### src/core/adc_seq_pkg.sv
// Constants, register map and types for the integrating converter sequencer
// Operation
// - Each held integrator value is digitised by a 14-bit successive approximation.
// - Integrate selected input for a fixed interval, then hold during conversion.
// - Slow integration lasts 16.67 ms, or 1.67 ms on the 5V range.
// - Fast integration lasts 250 us, or 25 us on the 5V range.
// - Optional configuration lengthens slow integration to 20 ms, except on the 5V range.
// - A calibration pass through the same path precedes each request's measurements.
// - Single-ended calibration: reference at +4/5 full scale, then grounded input.
// - Differential calibration uses references at +4/5 and -4/5 full scale.
// - Single-ended: one input against ground, one integration per result.
// - Differential: first integration high against low, second with inputs swapped.
// - Differential result is mean of magnitudes, sign taken from the first.
// - Special differential mode does only the unswapped integration.
// - Differential channel n high side is single-ended 2n-1, low side 2n.
// - Common mode overrange reports the most negative representable value.
// - Wait 450 us settling after switching an input before integrating.
// - Differential resolves one part in 15000, single-ended one in 7500.
package adc_seq_pkg;
   localparam int CLK_PERIOD_NS = 40;
   localparam int SETTLE_NS = 450000;
   localparam int SLOW_NS = 16670000;
   localparam int SLOW5_NS = 1670000;
   localparam int SLOW50_NS = 20000000;
   localparam int FAST_NS = 250000;
   localparam int FAST5_NS = 25000;
   localparam int HOLD_NS = 1000;
   localparam int SETTLE_CYCLES = SETTLE_NS / CLK_PERIOD_NS;
   localparam int SLOW_CYCLES = SLOW_NS / CLK_PERIOD_NS;
   localparam int SLOW5_CYCLES = SLOW5_NS / CLK_PERIOD_NS;
   localparam int SLOW50_CYCLES = SLOW50_NS / CLK_PERIOD_NS;
   localparam int FAST_CYCLES = FAST_NS / CLK_PERIOD_NS;
   localparam int FAST5_CYCLES = FAST5_NS / CLK_PERIOD_NS;
   localparam int HOLD_CYCLES = (HOLD_NS + CLK_PERIOD_NS - 1) / CLK_PERIOD_NS;

   localparam int SAR_BITS = 14;
   localparam logic [13:0] SAR_MID = 14'h2000;
   localparam logic [15:0] OVR_CODE = 16'hE000;

   localparam logic [7:0] CTRL_ADDR = 8'h00;
   localparam logic [7:0] STATUS_ADDR = 8'h04;
   localparam logic [7:0] RESULT_ADDR = 8'h08;
   localparam logic [7:0] CAL_A_ADDR = 8'h0C;
   localparam logic [7:0] CAL_B_ADDR = 8'h10;
   localparam logic [7:0] INT_STAT_ADDR = 8'h14;
   localparam logic [7:0] INT_MASK_ADDR = 8'h18;

   localparam int CH_LSB = 0;
   localparam int DIFF_BIT = 5;
   localparam int FAST_BIT = 6;
   localparam int RNG5_BIT = 7;
   localparam int ONE_INT_BIT = 8;
   localparam int MAINS50_BIT = 9;
   localparam int START_BIT = 31;
   localparam int EV_DONE = 0;
   localparam int EV_OVR = 1;

   localparam logic [9:0] CTRL_RESET = 10'h000;
   localparam logic [1:0] MASK_RESET = 2'h0;
   localparam logic [1:0] RESP_OKAY = 2'h0;
   localparam logic [1:0] RESP_SLVERR = 2'h2;

   typedef enum logic [1:0] {
      PATH_INPUT,
      PATH_REF_POS,
      PATH_REF_NEG,
      PATH_GND
   } path_e;

   typedef enum {
      S_IDLE,
      S_SETTLE,
      S_INTEG,
      S_HOLD,
      S_CONV,
      S_FINISH
   } seq_e;
endpackage : adc_seq_pkg

### src/core/adc_seq.sv
// Measurement sequencer with AXI4-Lite registers and front end control
`timescale 1ns/100ps
module adc_seq #(
   parameter int SETTLE_CYCLES = adc_seq_pkg::SETTLE_CYCLES,
   parameter int SLOW_CYCLES = adc_seq_pkg::SLOW_CYCLES,
   parameter int SLOW5_CYCLES = adc_seq_pkg::SLOW5_CYCLES,
   parameter int SLOW50_CYCLES = adc_seq_pkg::SLOW50_CYCLES,
   parameter int FAST_CYCLES = adc_seq_pkg::FAST_CYCLES
) (
   input wire logic CORE_CLK,
   input wire logic RST_B,
   input wire logic [7:0] AWADDR,
   input wire logic AWVALID,
   output logic AWREADY,
   input wire logic [31:0] WDATA,
   input wire logic [3:0] WSTRB,
   input wire logic WVALID,
   output logic WREADY,
   output logic [1:0] BRESP,
   output logic BVALID,
   input wire logic BREADY,
   input wire logic [7:0] ARADDR,
   input wire logic ARVALID,
   output logic ARREADY,
   output logic [31:0] RDATA,
   output logic [1:0] RRESP,
   output logic RVALID,
   input wire logic RREADY,
   output logic [3:0] MUX_CHAN,
   output logic MUX_SIDE,
   output logic MUX_DIFF,
   output logic [1:0] PATH_SEL,
   output logic SWAP,
   output logic RANGE_5V,
   output logic INTEGRATE,
   output logic HOLD,
   output logic [13:0] SAR_CODE,
   input wire logic SAR_CMP,
   input wire logic CM_OVER,
   output logic BUSY,
   output logic DONE,
   output logic IRQ
);

   typedef struct packed {
      adc_seq_pkg::seq_e state;
      logic [1:0] step;
      logic [19:0] cnt;
      logic [3:0] bit_idx;
      logic [13:0] dac;
      logic [9:0] ctrl;
      logic [9:0] cfg;
      logic [13:0] cal_a;
      logic [13:0] cal_b;
      logic [13:0] res_a;
      logic [13:0] res_b;
      logic [15:0] result;
      logic ovr;
      logic busy;
      logic done;
      logic [3:0] mux_chan;
      logic mux_side;
      adc_seq_pkg::path_e path;
      logic swap;
      logic integ;
      logic hold;
      logic [1:0] stat;
      logic [1:0] mask;
      logic irq;
      logic aw_full;
      logic [7:0] aw_addr;
      logic w_full;
      logic [31:0] wdata;
      logic [3:0] wstrb;
      logic awready;
      logic wready;
      logic bvalid;
      logic [1:0] bresp;
      logic arready;
      logic rvalid;
      logic [31:0] rdata;
      logic [1:0] rresp;
   } state_s;

   state_s r;
   state_s next_r;
   logic [19:0] ilen;

   ////////////////////////////////////////////////////////////////////////
   // Helpers

   function automatic logic [19:0] integ_len(input logic [9:0] c);
      logic [19:0] v;
      v = 20'(SLOW_CYCLES);
      if (c[adc_seq_pkg::FAST_BIT] && c[adc_seq_pkg::RNG5_BIT]) begin
         v = 20'(adc_seq_pkg::FAST5_CYCLES);
      end else if (c[adc_seq_pkg::FAST_BIT]) begin
         v = 20'(FAST_CYCLES);
      end else if (c[adc_seq_pkg::RNG5_BIT]) begin
         v = 20'(SLOW5_CYCLES);
      end else if (c[adc_seq_pkg::MAINS50_BIT]) begin
         v = 20'(SLOW50_CYCLES);
      end
      return v;
   endfunction : integ_len

   // Calibration steps first, then the measurement steps
   function automatic adc_seq_pkg::path_e step_path(input logic [1:0] s,
                                                    input logic diff);
      adc_seq_pkg::path_e p;
      p = adc_seq_pkg::PATH_INPUT;
      if (s == 2'd0) begin
         p = adc_seq_pkg::PATH_REF_POS;
      end else if (s == 2'd1) begin
         p = diff ? adc_seq_pkg::PATH_REF_NEG : adc_seq_pkg::PATH_GND;
      end
      return p;
   endfunction : step_path

   function automatic logic [1:0] last_step(input logic [9:0] c);
      logic [1:0] v;
      v = 2'd2;
      if (c[adc_seq_pkg::DIFF_BIT] && !c[adc_seq_pkg::ONE_INT_BIT]) begin
         v = 2'd3;
      end
      return v;
   endfunction : last_step

   // Offset binary code to signed
   function automatic logic signed [15:0] to_signed(input logic [13:0] c);
      return 16'(signed'({~c[13], c[12:0]}));
   endfunction : to_signed

   function automatic logic [15:0] magnitude(input logic signed [15:0] v);
      return v[15] ? 16'(-v) : 16'(v);
   endfunction : magnitude

   function automatic logic [31:0] merge(input logic [31:0] old,
                                         input logic [31:0] d,
                                         input logic [3:0] s);
      logic [31:0] v;
      v = old;
      for (int i = 0; i < 4; i++) begin
         if (s[i]) begin
            v[i*8 +: 8] = d[i*8 +: 8];
         end
      end
      return v;
   endfunction : merge

   assign ilen = integ_len(r.cfg);

   ////////////////////////////////////////////////////////////////////////
   // Next state

   always_comb begin
      logic [31:0] rd;
      logic rd_ok;
      logic start;
      logic [13:0] code;
      logic [15:0] sum;
      logic [15:0] avg;
      logic [1:0] events;
      rd = 32'h0000_0000;
      rd_ok = 1'b1;
      start = 1'b0;
      code = r.dac;
      sum = 16'h0000;
      avg = 16'h0000;
      events = 2'h0;
      next_r = r;
      next_r.done = 1'b0;

      // Write channel: address and data may arrive in either order
      if (AWVALID && r.awready) begin
         next_r.aw_full = 1'b1;
         next_r.aw_addr = AWADDR;
      end
      if (WVALID && r.wready) begin
         next_r.w_full = 1'b1;
         next_r.wdata = WDATA;
         next_r.wstrb = WSTRB;
      end
      if (BVALID && BREADY) begin
         next_r.bvalid = 1'b0;
      end
      if (r.aw_full && r.w_full && !r.bvalid) begin
         next_r.aw_full = 1'b0;
         next_r.w_full = 1'b0;
         next_r.bvalid = 1'b1;
         next_r.bresp = adc_seq_pkg::RESP_OKAY;
         unique case (r.aw_addr)
            adc_seq_pkg::CTRL_ADDR: begin
               next_r.ctrl = 10'(merge(32'(r.ctrl), r.wdata, r.wstrb));
               start = r.wstrb[3] && r.wdata[adc_seq_pkg::START_BIT];
            end
            adc_seq_pkg::INT_STAT_ADDR: begin
               if (r.wstrb[0]) begin
                  next_r.stat = r.stat & ~r.wdata[1:0];
               end
            end
            adc_seq_pkg::INT_MASK_ADDR: begin
               if (r.wstrb[0]) begin
                  next_r.mask = r.wdata[1:0];
               end
            end
            adc_seq_pkg::STATUS_ADDR, adc_seq_pkg::RESULT_ADDR,
            adc_seq_pkg::CAL_A_ADDR, adc_seq_pkg::CAL_B_ADDR: begin
            end
            default: next_r.bresp = adc_seq_pkg::RESP_SLVERR;
         endcase
      end

      // Read channel
      unique case (ARADDR)
         adc_seq_pkg::CTRL_ADDR: rd = 32'(r.ctrl);
         adc_seq_pkg::STATUS_ADDR: rd = {31'h0000_0000, r.busy};
         adc_seq_pkg::RESULT_ADDR: rd = 32'(signed'(r.result));
         adc_seq_pkg::CAL_A_ADDR: rd = 32'(r.cal_a);
         adc_seq_pkg::CAL_B_ADDR: rd = 32'(r.cal_b);
         adc_seq_pkg::INT_STAT_ADDR: rd = 32'(r.stat);
         adc_seq_pkg::INT_MASK_ADDR: rd = 32'(r.mask);
         default: rd_ok = 1'b0;
      endcase
      if (RVALID && RREADY) begin
         next_r.rvalid = 1'b0;
      end
      if (ARVALID && r.arready) begin
         next_r.rvalid = 1'b1;
         next_r.rdata = rd;
         next_r.rresp = rd_ok ? adc_seq_pkg::RESP_OKAY
                              : adc_seq_pkg::RESP_SLVERR;
      end

      // Sequencer
      unique case (r.state)
         adc_seq_pkg::S_IDLE: begin
            // A start while busy is ignored
            if (start) begin
               next_r.cfg = next_r.ctrl;
               next_r.busy = 1'b1;
               next_r.ovr = 1'b0;
               next_r.step = 2'd0;
               next_r.cnt = 20'h00000;
               next_r.path = step_path(2'd0, next_r.ctrl[5]);
               next_r.swap = 1'b0;
               next_r.mux_chan = next_r.ctrl[5] ? next_r.ctrl[3:0]
                                 : 4'(5'(next_r.ctrl[4:0] + 5'h01) >> 1);
               next_r.mux_side = !next_r.ctrl[5] && !next_r.ctrl[0];
               next_r.state = adc_seq_pkg::S_SETTLE;
            end
         end
         adc_seq_pkg::S_SETTLE: begin
            next_r.cnt = r.cnt + 20'h00001;
            if (r.cnt == 20'(SETTLE_CYCLES - 1)) begin
               next_r.cnt = 20'h00000;
               next_r.integ = 1'b1;
               next_r.state = adc_seq_pkg::S_INTEG;
            end
         end
         adc_seq_pkg::S_INTEG: begin
            next_r.cnt = r.cnt + 20'h00001;
            if (r.cnt == ilen - 20'h00001) begin
               next_r.cnt = 20'h00000;
               next_r.integ = 1'b0;
               next_r.hold = 1'b1;
               next_r.state = adc_seq_pkg::S_HOLD;
            end
         end
         adc_seq_pkg::S_HOLD: begin
            next_r.cnt = r.cnt + 20'h00001;
            if (r.cnt == 20'(adc_seq_pkg::HOLD_CYCLES - 1)) begin
               next_r.dac = adc_seq_pkg::SAR_MID;
               next_r.bit_idx = 4'(adc_seq_pkg::SAR_BITS - 1);
               next_r.state = adc_seq_pkg::S_CONV;
            end
         end
         adc_seq_pkg::S_CONV: begin
            // One bit per cycle; the comparator must settle within a cycle
            if (!SAR_CMP) begin
               code[r.bit_idx] = 1'b0;
            end
            next_r.dac = code;
            if (r.bit_idx != 4'h0) begin
               next_r.bit_idx = r.bit_idx - 4'h1;
               next_r.dac[r.bit_idx - 4'h1] = 1'b1;
            end else begin
               next_r.hold = 1'b0;
               next_r.cnt = 20'h00000;
               unique case (r.step)
                  2'd0: next_r.cal_a = code;
                  2'd1: next_r.cal_b = code;
                  2'd2: next_r.res_a = code;
                  2'd3: next_r.res_b = code;
               endcase
               if (r.cfg[adc_seq_pkg::DIFF_BIT] && r.step[1] && CM_OVER) begin
                  next_r.ovr = 1'b1;
               end
               if (r.step == last_step(r.cfg)) begin
                  next_r.state = adc_seq_pkg::S_FINISH;
               end else begin
                  next_r.step = r.step + 2'd1;
                  next_r.path = step_path(r.step + 2'd1,
                                          r.cfg[adc_seq_pkg::DIFF_BIT]);
                  next_r.swap = (r.step == 2'd2);
                  next_r.state = adc_seq_pkg::S_SETTLE;
               end
            end
         end
         adc_seq_pkg::S_FINISH: begin
            sum = magnitude(to_signed(r.res_a)) + magnitude(to_signed(r.res_b));
            avg = sum >> 1;
            if (r.ovr) begin
               next_r.result = adc_seq_pkg::OVR_CODE;
            end else if (!r.cfg[adc_seq_pkg::DIFF_BIT]) begin
               // Halved so single-ended spans half the counts
               next_r.result = 16'(to_signed(r.res_a) >>> 1);
            end else if (r.cfg[adc_seq_pkg::ONE_INT_BIT]) begin
               next_r.result = to_signed(r.res_a);
            end else begin
               next_r.result = r.res_a[13] ? avg : 16'(-avg);
            end
            next_r.swap = 1'b0;
            next_r.path = adc_seq_pkg::PATH_GND;
            next_r.busy = 1'b0;
            next_r.done = 1'b1;
            events[adc_seq_pkg::EV_DONE] = 1'b1;
            events[adc_seq_pkg::EV_OVR] = r.ovr;
            next_r.state = adc_seq_pkg::S_IDLE;
         end
      endcase

      // Set applied after the clear so a coincident event is kept
      next_r.stat = next_r.stat | events;
      next_r.irq = |(next_r.stat & next_r.mask);
      next_r.awready = !next_r.aw_full && !next_r.bvalid;
      next_r.wready = !next_r.w_full && !next_r.bvalid;
      next_r.arready = !next_r.rvalid;
   end

   always_ff @(posedge CORE_CLK or negedge RST_B) begin
      if (!RST_B) begin
         r <= '0;
         r.state <= adc_seq_pkg::S_IDLE;
         r.path <= adc_seq_pkg::PATH_GND;
         r.ctrl <= adc_seq_pkg::CTRL_RESET;
         r.mask <= adc_seq_pkg::MASK_RESET;
         r.awready <= 1'b1;
         r.wready <= 1'b1;
         r.arready <= 1'b1;
      end else begin
         r <= next_r;
      end
   end

   ////////////////////////////////////////////////////////////////////////
   // Outputs

   assign AWREADY = r.awready;
   assign WREADY = r.wready;
   assign BVALID = r.bvalid;
   assign BRESP = r.bresp;
   assign ARREADY = r.arready;
   assign RVALID = r.rvalid;
   assign RDATA = r.rdata;
   assign RRESP = r.rresp;
   assign MUX_CHAN = r.mux_chan;
   assign MUX_SIDE = r.mux_side;
   assign MUX_DIFF = r.cfg[adc_seq_pkg::DIFF_BIT];
   assign RANGE_5V = r.cfg[adc_seq_pkg::RNG5_BIT];
   assign PATH_SEL = r.path;
   assign SWAP = r.swap;
   assign INTEGRATE = r.integ;
   assign HOLD = r.hold;
   assign SAR_CODE = r.dac;
   assign BUSY = r.busy;
   assign DONE = r.done;
   assign IRQ = r.irq;

   // Run lengths counted here; long repetitions are too slow to unroll
   logic [4:0] conv_cnt;
   logic [19:0] int_cnt;
   always_ff @(posedge CORE_CLK or negedge RST_B) begin
      if (!RST_B) begin
         conv_cnt <= 5'h00;
         int_cnt <= 20'h00000;
      end else begin
         conv_cnt <= (r.state == adc_seq_pkg::S_CONV) ? conv_cnt + 5'h01 : 5'h00;
         int_cnt <= INTEGRATE ? int_cnt + 20'h00001 : 20'h00000;
      end
   end
endmodule : adc_seq

### config.mk
export PLATFORM = sky130hd
export DESIGN_NAME = adc_seq
export DESIGN_NICKNAME = d
export VERILOG_FILES = /design/src/core/adc_seq_pkg.sv /design/src/core/adc_seq.sv
export SDC_FILE = /design/constraint.sdc
export NUM_CORES = 1
export LEC_CHECK = 0
export ABC_AREA = 1
export BUFFER_PORTS_ARGS = -buffer_cell sky130_fd_sc_hd__buf_2
export CAP_MARGIN = 20
export CORE_AREA = 4 4 151 153
export CTS_CLUSTER_DIAMETER = 30
export DETAILED_ROUTE_END_ITERATION = 12
export DIE_AREA = 0 0 155 157
export PLACE_DENSITY_LB_ADDON = 0.1
export SLEW_MARGIN = 0
export SYNTH_ARGS = -nofsm -noshare
export SYNTH_HDL_FRONTEND = slang
export SYNTH_SLANG_ARGS = --single-unit
### constraint.sdc
create_clock -name CORE_CLK -period 3 [get_ports CORE_CLK]
set_input_delay 0.3 -clock CORE_CLK [delete_from_list [all_inputs] [get_ports CORE_CLK]]
set_output_delay 0.3 -clock CORE_CLK [all_outputs]
set_load 0.02 [all_outputs]
==> impl_metrics.yaml <==
yosys:
  post_synth_instance_area_sq_um: 11500
  synth.yosys.seq_area_share_pct: 42.6
  synth-main-ff-cell: "dfrtp_1"
  synth-edff-count: 0
  number_of_distinct_library_cell_variants_in_the_gate_level_netlist_after_synthesis: 55
  synth_async_sr_flop_share_pct: 100
  synthesis.instances: 1514
  ys_ff_latch: 195
  ys_warnings: 0
  synth.avg_cell_area_sq_um: 7.58
detailed_routing:
  vias_per_cell: 5.29
  vias: 10400
  drc_violations_left: 0
  sum_of_routed_wire_length_over_all_layers_microns: 30800
  detail_route.first_pass.iterations: 7
  final_antenna_net_count: 0
  dr.first_iter.drc_count: 759
  routed_wire_length_per_instance_microns: 15.7
layout:
  final_layout_size_suffix_gt1_share_pct: 26.4
  nFillCells: 1885
  area_delta_synth_final_pct: 21.9
  layout.cells.most_common: "nand2_1"
  antennaDiodeCount: 0
  mostFrequentLayoutCells: "327 x nand2_1, 190 x dfrtp_1, 181 x inv_1, 116 x nor2_1, 114 x buf_4"
  layoutNonFillerInstCount: 1962
  final_core_utilization_pct: 64.9
  finish.net_count: 1757
global_routing:
  track_usage_pct: 25.2
  grt_pass1_wl_microns: 49200
  grt_max_degree: 85
  antenna_violations_before_repair: 0
  number_of_global_route_vias_before_repair: 9695
  grt_overflow_total: 0
clocking:
  ctsHtreeMaxLevel: 4
  numCtsBuffers: 17
  clock_sinks: 195
  clk_path_buf_depth: 2
  clock_insertion_delay_worst_skew_ps: 440
  clock-root-buffer: "clkbuf_16"
  clkSlewWorstSetupHoldPaths_ps: 80
  cts_tree: "done"
sta:
  final-hold-violation-count: 0
  drv_slew: 0
  whs_ps: 49.9
  setup_repair_after_global_routing_missed_its_margin: "true"
  timing.final.setup_violations: 8
  layout_worst_path_cycle_share_pct: 106
  setup_slack_ps: -179
  clock.fmax_ghz: 0.315
  skew_ps: 11.7
  post-route-min-period_ps: 3180
  timing.max_slew.rel_slack_pct: 34.1
  transition_at_the_pin_with_the_smallest_max_transition_slack_ps: 986
  setup-tns-final_ps: -1200
floorplan:
  dieWidth_microns: 155
  io_pins: 131
  core.rowCount: 54
  fp.dieArea_sq_um: 24300
  die-height_microns: 157
  floorplan.core_area_sq_um: 21600
  start_util_pct: 53.3
flow_run:
  cap_violations: 0
power_and_ir_drop:
  power.static_leakage_nw: 6.94
  power_density_nw_per_um2: 694
  switching_share_pct: 40.6
  power_frac_seq_pct: 39.5
  vdd_drop_max_uv: 433
  power_switching_mw: 3.94
  p_clk_share_pct: 23.4
  internal_power_mw: 5.77
  share_comb_of_total_power_pct: 37.1
placed_design:
  placedCellCount: 1911
  place.gp.congestion: 0.908
  detailedPlacementHpwl_microns: 22600
  place.port_buffers: 106
worst_setup_path:
  path_common_cell: "nand2_1"
  cp.arrival_ps: 3510
  cp-start-kind: "flop"
  worst_path_largest_cell_delay_ps: 390
  library_cell_contributing_the_largest_single_delay_on_the_critical_path: "dfrtp_1"
  path_max_fanout: 4
  crit_path_end_kind: "flop"
  timing.critical_path.required_ps: 3330
  critical_setup_path_kind: "flop to flop"
outcome:
  violations: "setup timing"
  outcome: "finished, violations left"
worst_hold_path:
  hold_path.class: "input port to flop"
[sequential cells by signal, summed over array words and instances, names as in the netlist, 2 cells and up]
name and cells:
PATH_SEL 2, SAR_CODE 14, RDATA 16, MUX_CHAN 4, r 143
[metal layers]
layer	routed length [microns]	track usage, %
met3	1720	3.77
met5	0	0
met4	480	5.59
met1	13700	35.2
met2	14900	41.9
[cell type report]
cell class	count	area, sq um	area share, %
Tap cell	280	350	2.50
Multi-Input combinational cell	1026	5910	42.2
Clock inverter	14	136	0.975
Clock buffer	18	439	3.14
Timing Repair Buffer	231	1530	10.9
Inverter	198	746	5.33
Sequential cell	195	4890	34.9
[what timing repair did]
| action | in CTS | in global routing |
|---|---|---|
| resized for setup | 54 | 133 |
| pin swaps | 16 | 67 |
| setup buffers | 5 | 15 |
| setup endpoints to repair | 10 | 13 |
| hold buffers | 1 | 0 |
| endpoints found under the hold margin | 78 | 0 |
[cells in the mapped netlist, types with 4 or more instances]
| cell | n | share of area [%] |
|---|---|---|
| o21ai_1 | 13 | 0.57 |
| nand4_1 | 16 | 0.87 |
| a31oi_1 | 4 | 0.22 |
| ha_1 | 26 | 2.8 |
| nor4_1 | 8 | 0.44 |
| dfrtp_1 | 190 | 41 |
| nand2_2 | 5 | 0.27 |
| nor2_1 | 134 | 4.4 |
| a221oi_1 | 12 | 0.92 |
| o21ai_0 | 126 | 5.5 |
| nand3_1 | 59 | 2.6 |
| nor2_2 | 7 | 0.38 |
| o211ai_1 | 5 | 0.33 |
| nor3_1 | 24 | 1.0 |
| inv_2 | 6 | 0.20 |
| o22ai_1 | 11 | 0.60 |
| o31ai_1 | 5 | 0.33 |
| clkbuf_1 | 32 | 1.0 |
| inv_1 | 192 | 6.3 |
| xnor2_1 | 13 | 0.99 |
| a21oi_1 | 89 | 3.9 |
| dfstp_2 | 5 | 1.1 |
| nand2_1 | 375 | 12 |
| xor2_1 | 37 | 2.8 |
| a31o_2 | 12 | 0.92 |
| buf_4 | 60 | 3.9 |
[power groups by stage]
| stage | registers, mW | clock network, mW | logic [mW] |
|---|---|---|---|
| 2_1_floorplan | 3.79 | 0 | 2.48 |
| 3_3_place_gp | 3.86 | 0 | 3.39 |
| 3_5_place_dp | 3.87 | 0 | 3.44 |
| 4_1_cts | 3.83 | 2.30 | 3.50 |
| 5_1_grt | 3.92 | 2.42 | 4.05 |
| 6_report | 3.83 | 2.27 | 3.61 |
[metrics by stage]
stage	area [sq um]	power (mW)	setup WS, ps
floorplan	11500	6.27	33.0
finish	14000	9.71	-179
detailed placement	12600	7.31	-292
global route	14000	10.4	-431
global placement	12600	7.25	-213
CTS	13400	9.63	-130
[final timing paths]
| kind | end | startpoint | cells past startpoint | slack, ps |
|---|---|---|---|---|
| setup / recovery | r[117] | r[135] | 25 | -180 |
| setup reg to reg | r[117] | r[135] | 25 | -180 |
| max in group asynchronous | ARREADY | RST_B | 3 | 1660 |
| min in group asynchronous | SAR_CODE[12] | RST_B | 2 | 450 |
| hold / removal | r[50] | WDATA[5] | 3 | 50 |
| hold reg to reg | ARREADY | RVALID | 1 | 430 |
[worst max-delay path, delay by kind of cell (launching register included)]
kind,cells,cell delay (ps)
AO/OA/AOI/OAI,2,280
XOR/XNOR,1,160
adder cells (fa/ha/maj),2,560
buffers and inverters,6,580
flip-flops,1,390
AND/OR/NAND/NOR,14,1080
[cell families (layout without fill, tap and decap cells)]
kind of cell               count (synthesis)  after routing  share of synthesized area [%]
xor gates and xnor gates                  50             50                           3.81
AOI/OAI and AO/OA                        301            301                           15.0
DFF                                      195            195                           42.6
other                                      1              4                         0.0327
and+or+nand+nor                          644            644                           23.7
buffers and inverters                    296            461                           11.9
adders and majority gates                 27             27                           3.01
Note: power is estimated with default switching activity, not from simulation.
